## config.mk

```make
export PLATFORM = sky130hd
export DESIGN_NAME = rrcc_radio_ctrl
export DESIGN_NICKNAME = d
export VERILOG_FILES = /design/src/rrcc_pkg.sv /design/src/rrcc_radio_ctrl.sv
export SDC_FILE = /design/constraint.sdc
export NUM_CORES = 1
export LEC_CHECK = 0
export BUFFER_PORTS_ARGS = -buffer_cell sky130_fd_sc_hd__buf_2
export CAP_MARGIN = 20
export CORE_UTILIZATION = 55
export CTS_CLUSTER_SIZE = 16
export DETAILED_ROUTE_END_ITERATION = 8
export HOLD_SLACK_MARGIN = 0.05
export PLACE_DENSITY = 0.75
export SLEW_MARGIN = 25
export SYNTH_ARGS = -nofsm -noshare
export SYNTH_HDL_FRONTEND = slang
export SYNTH_SLANG_ARGS = --single-unit
```

## constraint.sdc

```tcl
create_clock -name clk_sys -period 8.8 [get_ports clk_sys]
set_input_delay 0.88 -clock clk_sys [delete_from_list [all_inputs] [get_ports clk_sys]]
set_output_delay 0.88 -clock clk_sys [all_outputs]
set_load 0.1 [all_outputs]
```

## src/rrcc_pkg.sv

```systemverilog
package rrcc_pkg;
    localparam int CLK_PERIOD_NS = 10;
    localparam int SYMBOL_NS = 16000;
    localparam int SYMBOL_CYCLES = (SYMBOL_NS + CLK_PERIOD_NS - 1) / CLK_PERIOD_NS;
    localparam int AVG_WINDOW_US = 128;
    localparam int AVG_SYMBOLS = 8;
    localparam int CORR_SYMBOLS = 8;
    localparam int CCA_VALID_SYMBOLS = 8;
    localparam logic [11:0] BASE_CHANNEL_FREQUENCY_WORD_MHZ = 12'h800;
    localparam logic [11:0] RX_IF_MHZ = 12'h002;

    localparam logic [7:0] ADDR_RSSI = 8'h00;
    localparam logic [7:0] ADDR_THRESH = 8'h01;
    localparam logic [7:0] ADDR_MODEM0_HIGH = 8'h02;
    localparam logic [7:0] ADDR_MODEM0_LOW = 8'h03;
    localparam logic [7:0] ADDR_MODEM1_LOW = 8'h04;
    localparam logic [7:0] ADDR_STATUS = 8'h05;
    localparam logic [7:0] ADDR_FLAGS = 8'h06;
    localparam logic [7:0] ADDR_MASK = 8'h07;
    localparam logic [7:0] ADDR_SYNTH_HIGH = 8'h08;
    localparam logic [7:0] ADDR_SYNTH_LOW = 8'h09;
    localparam logic [7:0] ADDR_TX_POWER = 8'h0A;
    localparam logic [7:0] ADDR_DAC_HIGH = 8'h0B;
    localparam logic [7:0] ADDR_DAC_LOW = 8'h0C;
    localparam logic [7:0] ADDR_COMMAND = 8'h0D;
    localparam logic [7:0] ADDR_GAIN_LOW = 8'h0E;
    localparam logic [7:0] ADDR_GAIN_HIGH = 8'h0F;
    localparam logic [7:0] ADDR_CORR = 8'h10;

    localparam int HYST_LSB = 0;
    localparam int CLEAR_ASSESS_SELECT_LSB = 6;
    localparam int AUTO_CHECKSUM_ENABLE_BIT = 5;
    localparam int TX_MODE_LSB = 2;

    localparam logic [7:0] CMD_RX_ON = 8'h01;
    localparam logic [7:0] CMD_TX_ON = 8'h02;
    localparam logic [7:0] CMD_TX_IF_CLEAR = 8'h03;
    localparam logic [7:0] CMD_RF_OFF = 8'h04;
    localparam logic [7:0] CMD_ACK = 8'h05;

    localparam logic [1:0] CCA_ENERGY = 2'h1;
    localparam logic [1:0] CCA_NO_FRAME = 2'h2;
    localparam logic [1:0] CCA_BOTH = 2'h3;
    localparam logic [1:0] TX_MODE_DAC_TEST = 2'h2;

    localparam logic [7:0] RST_THRESH = 8'hE0;
    localparam logic [2:0] RST_HYST = 3'h2;
    localparam logic [1:0] RST_CLEAR_ASSESS_SELECT = 2'h3;
    localparam logic [7:0] RST_TX_POWER = 8'hFF;
    localparam logic [7:0] RST_GAIN_LOW = 8'h00;
    localparam logic [7:0] RST_GAIN_HIGH = 8'h00;

    localparam int FLAG_CLEAR = 0;
    localparam int FLAG_CORR = 1;
    localparam int FLAG_APPEND = 2;
    localparam int FLAG_TX_START = 3;

    typedef enum logic [2:0] {
        RS_IDLE, RS_RX_CAL, RS_RX, RS_TX_CAL, RS_TX, RS_ACK_CAL, RS_ACK
    } rrcc_rf_state_t;

    typedef struct packed {
        logic valid;
        logic [6:0] corr;
        logic [7:0] rssi;
        logic crc_ok;
    } rrcc_append_t;

    typedef struct packed {
        rrcc_rf_state_t rstate;
        logic [15:0] cal_cnt;
        logic [10:0] sym_cnt;
        logic [3:0] rx_syms;
        logic [7:0][7:0] hist;
        logic [2:0] hist_ptr;
        logic [7:0] rssi;
        logic energy_clear;
        logic clear;
        logic [9:0] corr_sum;
        logic [3:0] corr_n;
        logic [6:0] corr_val;
        logic [7:0] thresh;
        logic [2:0] hyst;
        logic [1:0] clear_assess_select;
        logic auto_checksum_enable;
        logic [1:0] tx_mode;
        logic [9:0] channel_frequency_word;
        logic [7:0] power;
        logic [15:0] dac;
        logic [7:0] gain_low;
        logic [7:0] gain_high;
        logic [3:0] flags;
        logic [3:0] mask;
        logic [7:0] rdata;
        logic irq;
        logic sw_pin;
        logic cal_active;
        logic [11:0] lo_mhz;
        logic dac_override;
        rrcc_append_t app;
    } rrcc_state_t;
endpackage

```

## src/rrcc_radio_ctrl.sv

```systemverilog
`timescale 1ns/100ps
`default_nettype none
// Function
// Signal strength readable as 8-bit signed two's complement value.
// Signal strength is always an average over 8 symbol periods; the code counts empty slots after reset as zero.
// Per packet, average correlation of first eight symbols after delimiter, 7 bits.
// With auto checksum on, append correlation, strength and CRC result per frame.
// Software scales correlation into link quality limited to 0-255.
// Assessment from strength versus threshold, valid after 8 receive symbols.
// Threshold in 1 dB steps; separate hysteresis field for the assessment.
// Mode 01 energy, 10 no frame, 11 both, 00 reserved.
// Assessment is an active-high status bit that also sets its interrupt flag.
// Transmit-if-clear starts only when clear; transmitting status shows the result.
// 10-bit frequency word over two registers; carrier is 2048 MHz plus word.
// Receive 2 MHz offset applied automatically; same word serves both directions.
// Software writes 357 + 5*(k-11) for standard channel k.
// Oscillator calibration whenever receive, transmit or acknowledge transmit starts.
// Output power taken from power register, 0xFF full down to 0x03.
// Switch supply pin low in receive, high in transmit.
// Software resets and waits for stable crystal before transmit tests.
// Test mode 2 with DAC word and transmit-on holds DACs static.
// Software leaves gain loop registers at their reset values.
module rrcc_radio_ctrl #(
    parameter int CAL_CYCLES = 1200
) (
    input wire logic clk_sys,
    input wire logic reset_n,
    input wire logic [7:0] reg_addr,
    input wire logic [7:0] reg_wdata,
    input wire logic reg_wr,
    input wire logic reg_rd,
    output logic [7:0] reg_rdata,
    input wire logic [7:0] energy_level,
    input wire logic sfd_detect,
    input wire logic corr_strobe,
    input wire logic [6:0] corr_sample,
    input wire logic frame_active,
    input wire logic frame_end,
    input wire logic crc_ok,
    input wire logic tx_done,
    output logic irq,
    output logic antenna_switch_supply_pin,
    output logic synth_calibrate,
    output logic [11:0] lo_channel_frequency_word_mhz,
    output logic [7:0] pa_power_code,
    output logic dac_override,
    output logic [15:0] dac_static_word,
    output logic [7:0] gain_loop_low,
    output logic [7:0] gain_loop_high,
    output rrcc_pkg::rrcc_append_t frame_append
);
    rrcc_pkg::rrcc_state_t s;
    rrcc_pkg::rrcc_state_t next_s;

    function automatic logic is_tx(input rrcc_pkg::rrcc_rf_state_t st);
        is_tx = (st == rrcc_pkg::RS_TX_CAL) || (st == rrcc_pkg::RS_TX)
            || (st == rrcc_pkg::RS_ACK_CAL) || (st == rrcc_pkg::RS_ACK);
    endfunction

    function automatic logic is_cal(input rrcc_pkg::rrcc_rf_state_t st);
        is_cal = (st == rrcc_pkg::RS_RX_CAL) || (st == rrcc_pkg::RS_TX_CAL)
            || (st == rrcc_pkg::RS_ACK_CAL);
    endfunction

    logic sym_tick;
    logic wr_cmd;
    assign sym_tick = (s.sym_cnt == 11'(rrcc_pkg::SYMBOL_CYCLES - 1));
    assign wr_cmd = reg_wr && (reg_addr == rrcc_pkg::ADDR_COMMAND);

    always_comb begin
        logic signed [10:0] sum;
        logic signed [8:0] low_thr;
        logic energy_ok;
        logic assess;
        logic [3:0] set_f;
        logic [3:0] clr_f;
        logic [9:0] csum;
        sum = '0;
        low_thr = '0;
        energy_ok = 1'b0;
        assess = 1'b0;
        set_f = '0;
        clr_f = '0;
        csum = '0;
        next_s = s;

        // Symbol timebase and averaging window
        next_s.sym_cnt = sym_tick ? '0 : s.sym_cnt + 11'h001;
        if (sym_tick) begin
            next_s.hist[s.hist_ptr] = energy_level;
            next_s.hist_ptr = s.hist_ptr + 3'h1;
        end
        for (int i = 0; i < rrcc_pkg::AVG_SYMBOLS; i++) begin
            sum = sum + 11'($signed(next_s.hist[i]));
        end
        next_s.rssi = 8'(sum >>> 3);

        // Assessment; hysteresis only delays the busy-to-clear transition
        low_thr = $signed({s.thresh[7], s.thresh}) - $signed({6'h00, s.hyst});
        if (s.energy_clear) begin
            energy_ok = $signed(s.rssi) < $signed(s.thresh);
        end else begin
            energy_ok = $signed({s.rssi[7], s.rssi}) < low_thr;
        end
        next_s.energy_clear = energy_ok;
        case (s.clear_assess_select)
            rrcc_pkg::CCA_ENERGY: assess = energy_ok;
            rrcc_pkg::CCA_NO_FRAME: assess = !frame_active;
            rrcc_pkg::CCA_BOTH: assess = energy_ok && !frame_active;
            default: assess = 1'b0;
        endcase
        if (s.rstate != rrcc_pkg::RS_RX) begin
            next_s.rx_syms = '0;
        end else if (sym_tick && s.rx_syms != 4'(rrcc_pkg::CCA_VALID_SYMBOLS)) begin
            next_s.rx_syms = s.rx_syms + 4'h1;
        end
        next_s.clear = assess && (s.rx_syms == 4'(rrcc_pkg::CCA_VALID_SYMBOLS));
        set_f[rrcc_pkg::FLAG_CLEAR] = s.clear;

        // Correlation averaging over first symbols after the delimiter
        if (sfd_detect) begin
            next_s.corr_sum = '0;
            next_s.corr_n = '0;
        end else if (corr_strobe && s.corr_n != 4'(rrcc_pkg::CORR_SYMBOLS)) begin
            csum = s.corr_sum + {3'h0, corr_sample};
            next_s.corr_sum = csum;
            next_s.corr_n = s.corr_n + 4'h1;
            if (s.corr_n == 4'(rrcc_pkg::CORR_SYMBOLS - 1)) begin
                next_s.corr_val = csum[9:3];
                set_f[rrcc_pkg::FLAG_CORR] = 1'b1;
            end
        end
        next_s.app.valid = 1'b0;
        if (frame_end && s.auto_checksum_enable) begin
            next_s.app.valid = 1'b1;
            next_s.app.corr = s.corr_val;
            next_s.app.rssi = s.rssi;
            next_s.app.crc_ok = crc_ok;
            set_f[rrcc_pkg::FLAG_APPEND] = 1'b1;
        end

        // Radio state with calibrate states ahead of every enable
        next_s.cal_cnt = is_cal(s.rstate) ? s.cal_cnt + 16'h0001 : '0;
        case (s.rstate)
            rrcc_pkg::RS_RX_CAL, rrcc_pkg::RS_TX_CAL, rrcc_pkg::RS_ACK_CAL: begin
                if (s.cal_cnt == 16'(CAL_CYCLES - 1)) begin
                    if (s.rstate == rrcc_pkg::RS_RX_CAL) begin
                        next_s.rstate = rrcc_pkg::RS_RX;
                    end else if (s.rstate == rrcc_pkg::RS_TX_CAL) begin
                        next_s.rstate = rrcc_pkg::RS_TX;
                    end else begin
                        next_s.rstate = rrcc_pkg::RS_ACK;
                    end
                end
            end
            rrcc_pkg::RS_TX, rrcc_pkg::RS_ACK: begin
                if (tx_done) begin
                    next_s.rstate = rrcc_pkg::RS_RX_CAL;
                end
            end
            default: begin
            end
        endcase
        if (wr_cmd) begin
            case (reg_wdata)
                rrcc_pkg::CMD_RX_ON: begin
                    if (s.rstate == rrcc_pkg::RS_IDLE) begin
                        next_s.rstate = rrcc_pkg::RS_RX_CAL;
                    end
                end
                rrcc_pkg::CMD_TX_ON: begin
                    if (!is_tx(s.rstate)) begin
                        next_s.rstate = rrcc_pkg::RS_TX_CAL;
                        set_f[rrcc_pkg::FLAG_TX_START] = 1'b1;
                    end
                end
                rrcc_pkg::CMD_TX_IF_CLEAR: begin
                    if (s.rstate == rrcc_pkg::RS_RX && s.clear) begin
                        next_s.rstate = rrcc_pkg::RS_TX_CAL;
                        set_f[rrcc_pkg::FLAG_TX_START] = 1'b1;
                    end
                end
                rrcc_pkg::CMD_ACK: begin
                    if (s.rstate == rrcc_pkg::RS_RX) begin
                        next_s.rstate = rrcc_pkg::RS_ACK_CAL;
                    end
                end
                rrcc_pkg::CMD_RF_OFF: next_s.rstate = rrcc_pkg::RS_IDLE;
                default: begin
                end
            endcase
        end

        // Register writes
        if (reg_wr) begin
            case (reg_addr)
                rrcc_pkg::ADDR_THRESH: next_s.thresh = reg_wdata;
                rrcc_pkg::ADDR_MODEM0_HIGH: next_s.hyst = reg_wdata[rrcc_pkg::HYST_LSB +: 3];
                rrcc_pkg::ADDR_MODEM0_LOW: begin
                    next_s.clear_assess_select = reg_wdata[rrcc_pkg::CLEAR_ASSESS_SELECT_LSB +: 2];
                    next_s.auto_checksum_enable = reg_wdata[rrcc_pkg::AUTO_CHECKSUM_ENABLE_BIT];
                end
                rrcc_pkg::ADDR_MODEM1_LOW: next_s.tx_mode = reg_wdata[rrcc_pkg::TX_MODE_LSB +: 2];
                rrcc_pkg::ADDR_FLAGS: clr_f = reg_wdata[3:0];
                rrcc_pkg::ADDR_MASK: next_s.mask = reg_wdata[3:0];
                rrcc_pkg::ADDR_SYNTH_HIGH: next_s.channel_frequency_word[9:8] = reg_wdata[1:0];
                rrcc_pkg::ADDR_SYNTH_LOW: next_s.channel_frequency_word[7:0] = reg_wdata;
                rrcc_pkg::ADDR_TX_POWER: next_s.power = reg_wdata;
                rrcc_pkg::ADDR_DAC_HIGH: next_s.dac[15:8] = reg_wdata;
                rrcc_pkg::ADDR_DAC_LOW: next_s.dac[7:0] = reg_wdata;
                rrcc_pkg::ADDR_GAIN_LOW: next_s.gain_low = reg_wdata;
                rrcc_pkg::ADDR_GAIN_HIGH: next_s.gain_high = reg_wdata;
                default: begin
                end
            endcase
        end
        // A new event beats a clear in the same cycle
        next_s.flags = (s.flags & ~clr_f) | set_f;
        next_s.irq = |(next_s.flags & next_s.mask);

        // Register reads, data valid only in the cycle after the strobe
        next_s.rdata = '0;
        if (reg_rd) begin
            case (reg_addr)
                rrcc_pkg::ADDR_RSSI: next_s.rdata = s.rssi;
                rrcc_pkg::ADDR_THRESH: next_s.rdata = s.thresh;
                rrcc_pkg::ADDR_MODEM0_HIGH: next_s.rdata = {5'h00, s.hyst};
                rrcc_pkg::ADDR_MODEM0_LOW: next_s.rdata = {s.clear_assess_select, s.auto_checksum_enable, 5'h00};
                rrcc_pkg::ADDR_MODEM1_LOW: next_s.rdata = {4'h0, s.tx_mode, 2'h0};
                rrcc_pkg::ADDR_STATUS:
                    next_s.rdata = {5'h00, s.cal_active, is_tx(s.rstate), s.clear};
                rrcc_pkg::ADDR_FLAGS: next_s.rdata = {4'h0, s.flags};
                rrcc_pkg::ADDR_MASK: next_s.rdata = {4'h0, s.mask};
                rrcc_pkg::ADDR_SYNTH_HIGH: next_s.rdata = {6'h00, s.channel_frequency_word[9:8]};
                rrcc_pkg::ADDR_SYNTH_LOW: next_s.rdata = s.channel_frequency_word[7:0];
                rrcc_pkg::ADDR_TX_POWER: next_s.rdata = s.power;
                rrcc_pkg::ADDR_DAC_HIGH: next_s.rdata = s.dac[15:8];
                rrcc_pkg::ADDR_DAC_LOW: next_s.rdata = s.dac[7:0];
                rrcc_pkg::ADDR_GAIN_LOW: next_s.rdata = s.gain_low;
                rrcc_pkg::ADDR_GAIN_HIGH: next_s.rdata = s.gain_high;
                rrcc_pkg::ADDR_CORR: next_s.rdata = {1'b0, s.corr_val};
                default: next_s.rdata = '0;
            endcase
        end

        // Outputs follow the next state so they come straight from flops
        next_s.sw_pin = is_tx(next_s.rstate);
        next_s.cal_active = is_cal(next_s.rstate);
        next_s.lo_mhz = rrcc_pkg::BASE_CHANNEL_FREQUENCY_WORD_MHZ + {2'h0, next_s.channel_frequency_word};
        if (!is_tx(next_s.rstate)) begin
            next_s.lo_mhz = next_s.lo_mhz - rrcc_pkg::RX_IF_MHZ;
        end
        next_s.dac_override = (next_s.rstate == rrcc_pkg::RS_TX)
            && (next_s.tx_mode == rrcc_pkg::TX_MODE_DAC_TEST);
    end

    always_ff @(posedge clk_sys) begin
        if (!reset_n) begin
            s <= '0;
            s.rstate <= rrcc_pkg::RS_IDLE;
            s.thresh <= rrcc_pkg::RST_THRESH;
            s.hyst <= rrcc_pkg::RST_HYST;
            s.clear_assess_select <= rrcc_pkg::RST_CLEAR_ASSESS_SELECT;
            s.power <= rrcc_pkg::RST_TX_POWER;
            s.gain_low <= rrcc_pkg::RST_GAIN_LOW;
            s.gain_high <= rrcc_pkg::RST_GAIN_HIGH;
            s.lo_mhz <= rrcc_pkg::BASE_CHANNEL_FREQUENCY_WORD_MHZ - rrcc_pkg::RX_IF_MHZ;
        end else begin
            s <= next_s;
        end
    end

    assign reg_rdata = s.rdata;
    assign irq = s.irq;
    assign antenna_switch_supply_pin = s.sw_pin;
    assign synth_calibrate = s.cal_active;
    assign lo_channel_frequency_word_mhz = s.lo_mhz;
    assign pa_power_code = s.power;
    assign dac_override = s.dac_override;
    assign dac_static_word = s.dac;
    assign gain_loop_low = s.gain_low;
    assign gain_loop_high = s.gain_high;
    assign frame_append = s.app;
endmodule
`default_nettype wire

```

==> key figures, run 1 <==
Yosys
  – Synth Warn #: 0
  – Synth async-reset ratio: 0
  – EDFF count, synth: 0
  – Mapped Nets: about 1600
  – Synth cell types: between 70 and 80
  – Syn avg cell area: 9.05 um^2
  – Post-Syn Area: between 10000 and 15000 um^2
  – Synthesized instance count: about 1500
  – Yosys reg bits: around 250
  – Seq/Total Area, Yosys: 0.368
  – Post-synth top flop: dfxtp_1

Cells and area
  – Most common cell after layout, fill and taps aside: dfxtp_1
  – Most frequent cells in the layout: dfxtp_1, nor2_1, nand2_1
  – Antenna cells: 0
  – Area grow syn2layout: 9.18%
  – Finished Cell Area: between 10000 and 15000 um^2
  – Finished Core Util: 0.616
  – Layout cells sized above 1: 0.168
  – Fin nets: 1630

Timing
  – Final Cycle Share: 0.760
  – Tightest Pin Transition: around 0.86 ns
  – Final setup TNS: 0 ns
  – Final Hold Viols: 0
  – Final setup viols: 0
  – Skew final: ~0.011 ns
  – Slew HR: 0.417
  – Min Tclk post-route: roughly 6.7 ns
  – FMAX: between 0.1 and 0.15 GHz
  – RSZ-0062 raised after global routing: no
  – Fin. max-slew vios: 0

Power
  – Internal power: 1.94 mW
  – Comb power frac: 0.040
  – Pwr dens: roughly 170 nW/um^2
  – Peak VDD IR: approximately 0.00013 V
  – Switch share: 0.216
  – Clk pwr share: 0.508
  – P_leak: 6.19 nW
  – Net switching power: approximately 530 uW
  – Sequential power share: 0.452

Floorplanning
  – # rows: 56
  – Die area: roughly 25000 um^2
  – I/O pins: 122
  – Starting Density: 0.565
  – Core area: around 24000 um^2
  – DIE WIDTH: 158 um
  – Die height: 158 um

Worst hold path
  – HP Class: reg -> reg
  – Hold Crit Endpoint: s[228]$_SDFF_PN0_
  – Hold Crit Depth: 1
  – Worst hold start: s[228]$_SDFF_PN0_

GRT
  – Global route overflow: 0
  – Initial antenna violation count: 0
  – Largest net degree at the start of global routing: 86
  – First-pass GRT wire length: around 50 mm
  – Vias in the first global route: about 10000
  – GRT Resource Usage Total: 0.255

Worst setup path
  – Reg2Reg Setup Slack: 2.11 ns
  – CP cell instances: ha_1 > and2_1 > nand2_1 > nor2_1 > nand2_1 > nor3b_2 > mux2_2 > fa_1 > fa_1 > fa_1 > inv_1 > fa_1 > or2_2 > fa_1 > nor2b_1 > o21ai_0 > a21oi_1 > o21ai_0 > a21boi_0 > o21ai_0 > a31o_2
  – Worst setup SP type: flip-flop
  – Critical path arrival: 7.12 ns
  – Crit-path most repeated cell: fa_1
  – CP Capture Type: flip-flop
  – CP required: a little over 9 ns
  – RR Endpoint: s[145]$_SDFF_PN0_
  – Slowest-stage cell, CP: nor3b_2
  – CP Max Fanout: 8
  – Critical Setup Path Class: reg -> reg
  – CP max stage delay: slightly below 0.7 ns
  – Reg2reg start: s[217]$_SDFF_PP0_
  – R2r worst-path depth: 21

Clock tree
  – Clock latency on the worst-skew pair: approximately 0.54 ns
  – CTS Buffer Depth: 3
  – TritonCTS Sinks: 246
  – Clock Pin Slew Worst Setup and Hold Paths: 0.06 ns
  – Clock Tree Root: clkbuf_16
  – CTS buffer count: 26
  – CTS tree: built
  – Setup Buffers After CTS: 0
  – Post-CTS sizing: 0
  – Number of hold buffers added after cts: 0
  – CTS HTree Levels: 1

Detailed routing
  – Post-route DRC violation count: 0
  – Vias per cell: approximately 5.5
  – DRT Pass-1 Iters: 6
  – Routed Wire Length: ~31 mm
  – First-iteration detailed-routing DRC count: 747
  – Post-route ant nets: 0
  – WL per Instance: 17.1 um
  – Via Count: 10200

Outcome
  – Status: complete, no violations

Place
  – Placer congestion estimate: slightly above 0.9
  – Port Buf Inserts: between 100 and 150
  – Hpwl dp: around 23 mm
  – Area after DPL: 13600 um^2

Job
  – Max cap viols: 0
power by group through the flow:
stage | sequential [mW] | combinational, mW | clock [mW]
2_1_floorplan | 1.14 | 0.0652 | 0
6_report | 1.12 | 0.0986 | 1.26
4_1_cts | 1.12 | 0.0979 | 1.27
3_5_place_dp | 1.14 | 0.0975 | 0
3_3_place_gp | 1.14 | 0.0965 | 0
5_1_grt | 1.12 | 0.107 | 1.32
stage by stage:
step	hold slack [ns]	setup slack, ns	total power, mW	cells
2_1_floorplan	0.418	2.81	1.21	1477
3_3_place_gp	0.431	2.27	1.24	1785
3_5_place_dp	0.442	2.16	1.24	1785
4_1_cts	0.453	2.13	2.49	1832
5_1_grt	0.464	1.71	2.55	1832
6_report	0.449	2.11	2.48	1832
kinds of logic (layout without fill, tap and decap cells):
kind of cell	after synthesis	in the layout	share of synthesized area
simple gates	533	533	0.192
flops	246	246	0.368
buf+inv	227	263	0.0862
compound gates	185	185	0.0890
mux	143	143	0.115
fa+ha+maj	95	95	0.118
xor+xnor	48	48	0.0314
cell type report:
| class | instances | area, um^2 |
|---|---|---|
| inverter | 89 | 335 |
| timing repair buffer | 127 | 651 |
| sequential | 246 | 4920 |
| fill | 2061 | 9080 |
| multi-input combinational | 1004 | 7300 |
| clock inverter | 14 | 251 |
| clock buffer | 33 | 738 |
| tap | 319 | 399 |
synth_stat cells (7+ instances only):
library cell | number | share of area
nand4_1 | 12 | 0.0056
and3_1 | 15 | 0.0070
fa_1 | 52 | 0.078
mux2_2 | 57 | 0.048
buf_1 | 7 | 0.0020
nand2b_1 | 11 | 0.0051
nand3_1 | 35 | 0.013
nand2_1 | 149 | 0.042
nor2_1 | 173 | 0.049
nor2b_1 | 11 | 0.0051
clkbuf_1 | 50 | 0.014
xor2_1 | 22 | 0.014
a21o_1 | 7 | 0.0039
dfxtp_1 | 246 | 0.37
buf_4 | 77 | 0.043
nor3_1 | 18 | 0.0067
inv_1 | 88 | 0.025
a21oi_1 | 73 | 0.027
xnor2_1 | 26 | 0.017
a32oi_1 | 8 | 0.0052
o21ai_0 | 31 | 0.012
and2_1 | 71 | 0.033
a31oi_1 | 9 | 0.0042
mux2i_1 | 83 | 0.062
ha_1 | 43 | 0.040
critical path, delay by kind of cell (launching register included):
family / cells / cell delay, ns
fa+ha+maj: 6 / 2.65
buf+inv: 1 / 0.06
flops: 1 / 0.37
simple gates: 7 / 1.99
mux: 1 / 0.44
compound gates: 6 / 1.07
worst max path at each step:
stage	from	end	slack, ns	depth (start not counted)
CTS	s[217]$_SDFF_PP0_	s[145]$_SDFF_PN0_	2.13	21
detailed placement	s[217]$_SDFF_PP0_	s[145]$_SDFF_PN0_	2.16	21
global route	s[217]$_SDFF_PP0_	s[145]$_SDFF_PN0_	1.71	21
finish	s[217]$_SDFF_PP0_	s[145]$_SDFF_PN0_	2.11	21
global placement	s[217]$_SDFF_PP0_	s[145]$_SDFF_PN0_	2.27	21
floorplan	s[217]$_SDFF_PP0_	s[145]$_SDFF_PN0_	2.81	21
sequential cells by signal, summed over array words and instances (netlist names):
name                           flops
s                                166
frame_append                      17
dac_static_word                   16
lo_channel_frequency_word_mhz     11
gain_loop_high                     8
gain_loop_low                      8
pa_power_code                      8
reg_rdata                          8
antenna_switch_supply_pin          1
dac_override                       1
irq                                1
synth_calibrate                    1
routing by layer:
| metal | vias to the layer above | wire length, um | GRT usage |
|---|---|---|---|
| met2 | 336 | 15200 | 0.441 |
| met4 | 0 | 982 | 0.0874 |
| met5 | - | 0 | 0 |
| met1 | 4833 | 13000 | 0.321 |
| met3 | 81 | 2120 | 0.0408 |
| li1 | 4909 | - | - |
Note: power is estimated with default switching activity, not from simulation.
==> run 2: changes to the inputs <==
clock period = 6.45 ns   (was 8.8 ns; I/O delays follow)
==> run 2 against run 1 <==
Clock-buffer cell count rose by 7. Worst hold slack got worse by 0.060 ns. Sequential share of layout area barely moved. Setup slack got worse by 1.7 ns. Cell count rose by 0.60%. First-iteration DRC count rose by 16%. Highest routed layer unchanged. Clock power rose by 23%. Core utilization barely moved. Non-clock buffer count rose by 12. Flip-flop and latch count did not move. Maximum frequency rose by 10%.
==> key figures, run 2 (synthesis gave the netlist of run 1 again) <==
Outcome
  – Status: complete, no violations (unchanged)

Timing
  – Final setup viols: 0 (unchanged)
  – Setup ws final: 0.386 ns (was 2.11 ns)
  – Min Tclk post-route: 6.06 ns (was 6.69 ns)
  – Skew final: 0.0214 ns (was 0.0106 ns)
  – Fin. max-slew vios: 0 (unchanged)
  – RSZ-0062 raised after global routing: no (unchanged)
  – FMAX: 0.165 GHz (was 0.149 GHz)
  – Final Cycle Share: 0.940 (was 0.760)
  – Slew HR: 0.308 (was 0.417)
  – Tightest Pin Transition: 1.04 ns (was 0.863 ns)
  – Final setup TNS: 0 ns (unchanged)
  – Final Hold Viols: 0 (unchanged)

GRT
  – Global route overflow: 0 (unchanged)
  – Met1 Resource Use GR: 0.325 (was 0.321)
  – Initial antenna violation count: 0 (unchanged)
  – Met3 Usage GRT: 0.0427 (was 0.0408)
  – First-pass GRT wire length: 50.3 mm (was 49.8 mm)
  – Vias in the first global route: 9917 (was 9786)
  – M2 GR Usage: 0.447 (was 0.441)
  – Largest net degree at the start of global routing: 94 (was 86)
  – Busiest grt layer: met2 (unchanged)
  – GRT Resource Usage Total: 0.257 (was 0.255)

Detailed routing
  – Post-route DRC violation count: 0 (unchanged)
  – WL per Instance: 17.1 um (about the same)
  – DRT Pass-1 Iters: 5 (was 6)
  – Routed Wire Length: 31.6 mm (was 31.3 mm)
  – Vias per cell: 5.55 (about the same)
  – Post-route ant nets: 0 (unchanged)
  – First-iteration detailed-routing DRC count: 863 (was 747)
  – Via Count: 10200 (about the same)

Floorplanning
  – Starting Density: 0.565 (unchanged)
  – Die area: 24900 um^2 (unchanged)
  – DIE WIDTH: 158 um (unchanged)
  – I/O pins: 122 (unchanged)
  – # rows: 56 (unchanged)
  – Die height: 158 um (unchanged)
  – Core area: 23700 um^2 (unchanged)

Worst setup path
  – Reg2Reg Setup Slack: 0.39 ns (was 2.11 ns)
  – Crit-path most repeated cell: fa_1 (unchanged)
  – CP max stage delay: 0.56 ns (was 0.68 ns)
  – CP cell instances: ha_1 > and2_1 > nand2_1 > or2_2 > nor2_2 > nand3b_1 > mux2_2 > fa_1 > fa_1 > fa_1 > inv_1 > fa_1 > or2_2 > fa_1 > nor2b_1 > o21ai_0 > a21oi_1 > o21ai_1 > a21boi_0 > o21ai_0 > a31o_2 (was ha_1 > and2_1 > nand2_1 > nor2_1 > nand2_1 > nor3b_2 > mux2_2 > fa_1 > fa_1 > fa_1 > inv_1 > fa_1 > or2_2 > fa_1 > nor2b_1 > o21ai_0 > a21oi_1 > o21ai_0 > a21boi_0 > o21ai_0 > a31o_2)
  – CP required: 6.86 ns (was 9.23 ns)
  – Slowest-stage cell, CP: fa_1 (was nor3b_2)
  – Critical path arrival: 6.47 ns (was 7.12 ns)
  – CP Capture Type: flip-flop (unchanged)
  – Critical Setup Path Class: reg -> reg (unchanged)
  – CP Max Fanout: 5 (was 8)
  – Worst setup SP type: flip-flop (unchanged)

Clock tree
  – Clock latency on the worst-skew pair: 0.53 ns (was 0.54 ns)
  – CTS Buffer Depth: 3 (unchanged)
  – CTS tree: built (unchanged)
  – Clock Tree Root: clkbuf_16 (unchanged)
  – CTS HTree Levels: 1 (unchanged)
  – CTS buffer count: 26 (unchanged)
  – Number of hold buffers added after cts: 0 (unchanged)
  – Clock Pin Slew Worst Setup and Hold Paths: 0.06 ns (about the same)
  – TritonCTS Sinks: 246 (unchanged)

Cells and area
  – Finished Core Util: 0.617 (was 0.616)
  – Area grow syn2layout: 9.26% (was 9.18%)
  – Number of flip-flops under the largest register name: 166 (unchanged)
  – Fin nets: 1642 (was 1630)
  – Finished Cell Area: 14600 um^2 (about the same)
  – Fill count: 2020 (was 2061)
  – Most frequent cells in the layout: dfxtp_1, nor2_1, nand2_1 (unchanged)
  – Antenna cells: 0 (unchanged)
  – Most common cell after layout, fill and taps aside: dfxtp_1 (unchanged)
  – Layout cells sized above 1: 0.172 (was 0.168)
  – Largest Register: s (unchanged)

Power
  – Total Power: 3.22 mW (was 2.48 mW)
  – Peak VDD IR: 0.000169 V (was 0.000131 V)
  – Pwr dens: 220 nW/um^2 (was 170 nW/um^2)
  – P_leak: 6.20 nW (was 6.19 nW)

Worst hold path
  – HP Class: in -> reg (was reg -> reg)

Place
  – Hpwl dp: 22.9 mm (was 22.5 mm)
  – Setup slack at placement: 0.361 ns (was 2.16 ns)
  – Area after DPL: 13700 um^2 (was 13600 um^2)
  – Placer congestion estimate: 0.939 (was 0.929)
  – Port Buf Inserts: 121 (unchanged)

Job
  – Max cap viols: 0 (unchanged)
==> run 2: cell count changes in the layout (fill, tap and decap cells not counted), sizes merged <==
cell	delta
buf	+12
bufinv	-4
clkbuf	+7
clkinv	-4
==> run 2: where the power goes <==
group          leakage (nW)  switching [mW]  internal (mW)
Combinational          3.78          0.0979         0.0384
Sequential             1.98         0.00393           1.52
Clock                 0.434           0.600          0.951
==> run 2: area by class of cell <==
cell class / instances / area (um^2) / share of cell area
timing repair buffer: 139 / 741 / 0.0507
clock buffer: 40 / 785 / 0.0537
multi-input combinational: 1004 / 7320 / 0.501
inverter: 89 / 335 / 0.0230
clock inverter: 6 / 108 / 0.00737
tap: 319 / 399 / 0.0273
sequential: 246 / 4920 / 0.337
==> run 2: per-layer routing <==
layer	up-vias	routed length, um
met5	-	0
met4	0	762
met3	50	2240
met2	347	15300
met1	4887	13200
li1	4943	-
==> run 2: metrics by stage <==
stage / std cells / hold slack [ns]
after floorplan: 1477 / 0.418
after global placement: 1794 / 0.431
after detailed placement: 1794 / 0.443
after CTS: 1840 / 0.369
after global routing: 1843 / 0.372
final: 1843 / 0.389
==> run 2: path summary, 6_finish.rpt <==
| check | start | endpoint | cells after the start |
|---|---|---|---|
| max | s[217]$_SDFF_PP0_ | s[145]$_SDFF_PN0_ | 21 |
| min | crc_ok | frame_append[0]$_SDFFE_PN0P_ | 3 |
| min reg2reg | frame_append[15]$_SDFFE_PN0P_ | frame_append[15]$_SDFFE_PN0P_ | 2 |
| max reg2reg | s[217]$_SDFF_PP0_ | s[145]$_SDFF_PN0_ | 21 |
==> run 2: critical path, delay by kind of cell, from the launching register on <==
kind / cells / cell delay (ns)
buffers and inverters: 1 / 0.06
AO/OA/AOI/OAI: 6 / 1.04
multiplexers: 1 / 0.36
adder cells (fa/ha/maj): 6 / 2.60
AND/OR/NAND/NOR: 7 / 1.51
flip-flops: 1 / 0.39
==> run 2: what timing repair did <==
item / CTS / global route
endpoints found under the setup margin: 0 / 1
resized for setup: 0 / 5
buffers inserted: 0 / 3
==> run 3: changes to the inputs <==
RECOVER_POWER = 50   (was default)
==> run 3 against run 2 <==
The flow now finishes with violations (max-capacitance violations, max-slew violations). Global-route usage unchanged. Sequential power about the same. Setup slack got worse by 0.0039 ns. Maximum frequency about the same. Critical path depth increased by 1. Clock skew decreased by 0.0011 ns. Sequential share of layout area increased by 0.28 points. Non-clock buffer count unchanged.
==> key figures, run 3 (synthesis gave the netlist of run 1 again) <==
Worst setup path
  – Critical Setup Path Class: reg -> reg (unchanged)
  – CP Capture Type: flip-flop (unchanged)
  – CP Max Fanout: 5 (unchanged)
  – CP required: 6.91 ns (was 6.86 ns)
  – Worst setup SP type: flip-flop (unchanged)
  – Critical path arrival: 6.53 ns (was 6.47 ns)

Timing
  – Slew HR: -1.86 (was 0.308)
  – Fin. max-slew vios: 179 (was 0)
  – Final Hold Viols: 0 (unchanged)
  – Setup ws final: 0.382 ns (was 0.386 ns)
  – Min Hold Slack: 0.390 ns (was 0.389 ns)
  – Final setup viols: 0 (unchanged)
  – RSZ-0062 raised after global routing: no (unchanged)
  – Final setup TNS: 0 ns (unchanged)
  – Tightest Pin Transition: 4.29 ns (was 1.04 ns)
  – Skew final: 0.0203 ns (was 0.0214 ns)
  – FMAX: 0.165 GHz (about the same)
  – Min Tclk post-route: 6.07 ns (was 6.06 ns)
  – Final Cycle Share: 0.941 (was 0.940)

Clock tree
  – Number of hold buffers added after cts: 0 (unchanged)
  – CTS Buffer Depth: 3 (unchanged)
  – TritonCTS Sinks: 246 (unchanged)
  – CTS buffer count: 26 (unchanged)
  – CTS HTree Levels: 1 (unchanged)
  – CTS tree: built (unchanged)
  – Clock Pin Slew Worst Setup and Hold Paths: 0.06 ns (about the same)
  – Clock latency on the worst-skew pair: 0.53 ns (about the same)
  – Clock Tree Root: clkbuf_16 (unchanged)

Floorplanning
  – DIE WIDTH: 158 um (unchanged)
  – I/O pins: 122 (unchanged)
  – Core area: 23700 um^2 (unchanged)
  – Die area: 24900 um^2 (unchanged)
  – # rows: 56 (unchanged)
  – Starting Density: 0.565 (unchanged)
  – Die height: 158 um (unchanged)

GRT
  – Vias in the first global route: 9917 (unchanged)
  – Largest net degree at the start of global routing: 94 (unchanged)
  – First-pass GRT wire length: 50.3 mm (unchanged)
  – GRT Resource Usage Total: 0.257 (unchanged)
  – Global route overflow: 0 (unchanged)
  – Initial antenna violation count: 0 (unchanged)

Cells and area
  – Area grow syn2layout: 8.37% (was 9.26%)
  – Fin nets: 1642 (unchanged)
  – Layout cells sized above 1: 0.115 (was 0.172)
  – Most frequent cells in the layout: dfxtp_1, nor2_1, nand2_1 (unchanged)
  – Most common cell after layout, fill and taps aside: dfxtp_1 (unchanged)
  – Number of flip-flops under the largest register name: 166 (unchanged)
  – Fill count: 2064 (was 2020)
  – Antenna cells: 0 (unchanged)
  – Largest Register: s (unchanged)

Detailed routing
  – Vias per cell: 5.53 (was 5.55)
  – Post-route ant nets: 0 (unchanged)
  – Post-route DRC violation count: 0 (unchanged)
  – First-iteration detailed-routing DRC count: 838 (was 863)
  – DRT Pass-1 Iters: 5 (unchanged)
  – Via Count: 10200 (about the same)
  – Routed Wire Length: 31.8 mm (was 31.6 mm)
  – WL per Instance: 17.2 um (was 17.1 um)

Job
  – Max cap viols: 2 (was 0)

Power
  – Pwr dens: 222 nW/um^2 (was 220 nW/um^2)
  – Total Power: 3.22 mW (about the same)
  – Peak VDD IR: 0.000169 V (about the same)
  – P_leak: 5.87 nW (was 6.20 nW)

Place
  – Placer congestion estimate: 0.939 (unchanged)
  – Setup slack at placement: 0.361 ns (unchanged)
  – Hpwl dp: 22.9 mm (unchanged)
  – Port Buf Inserts: 121 (unchanged)

Worst hold path
  – HP Class: in -> reg (unchanged)

Outcome
  – Failing checks: max-capacitance violations, max-slew violations
  – Status: complete, but fails checks (was complete, no violations)
==> run 3: metrics by stage <==
step | cells | utilization | cell area [um^2]
floorplan | 1477 | - | 13400
global placement | 1794 | 0.577 | 13700
detailed placement | 1794 | 0.577 | 13700
CTS | 1840 | 0.615 | 14600
global route | 1843 | 0.612 | 14500
finish | 1843 | 0.612 | 14500
==> run 3: layout make-up <==
type                            count  area (um^2)  area share
Multi-Input combinational cell   1004         7320       0.505
Tap cell                          319          399      0.0275
Clock buffer                       40          785      0.0541
Inverter                           89          335      0.0231
Timing Repair Buffer              139          622      0.0429
Sequential cell                   246         4920       0.340
Clock inverter                      6          108     0.00743
==> run 3: where the power goes <==
group / leakage, nW / switching, mW / total [mW] / internal (mW)
clock network: 0.434 / 0.601 / 1.55 / 0.951
registers: 1.98 / 0.00396 / 1.53 / 1.52
logic: 3.45 / 0.0982 / 0.136 / 0.0380
==> run 3: what timing repair did <==
item / in CTS / in global routing
setup buffers: 0 / 3
gates resized for setup: 0 / 5
setup endpoints to repair: 0 / 1
==> run 3: final timing paths <==
check                                              startpoint                            end  slack [ns]  cells past startpoint
worst max-delay path                        s[217]$_SDFF_PP0_              s[145]$_SDFF_PN0_        0.38                     22
worst min register to register  frame_append[15]$_SDFFE_PN0P_  frame_append[15]$_SDFFE_PN0P_        0.45                      2
worst min-delay path                                   crc_ok   frame_append[0]$_SDFFE_PN0P_        0.39                      3
worst max register to register              s[217]$_SDFF_PP0_              s[145]$_SDFF_PN0_        0.38                     22
==> run 3: layer usage <==
metal  vias to the layer above  track usage  wire length, um
li1                       4938            -                -
met2                       342        0.447            15200
met3                        58       0.0427             2150
met1                      4847        0.325            13600
met5                         -            0                0
met4                         0       0.0754              777
==> run 3: worst max-delay path: stages, from the launching register on <==
cell and delay (ns):
dfxtp_1 0.39, ha_1 0.22, and2_1 0.18, nand2_1 0.09, or2_2 0.36, nor2_2 0.16
nand3b_1 0.22, mux2_2 0.36, fa_1 0.50, fa_1 0.46, fa_1 0.56, inv_1 0.06
fa_1 0.47, or2_2 0.32, fa_1 0.39, nor2b_1 0.18, o21ai_0 0.12, a21oi_1 0.20
o21ai_1 0.10, a21boi_0 0.23, o21ai_0 0.14, a21oi_1 0.17, a31o_2 0.13
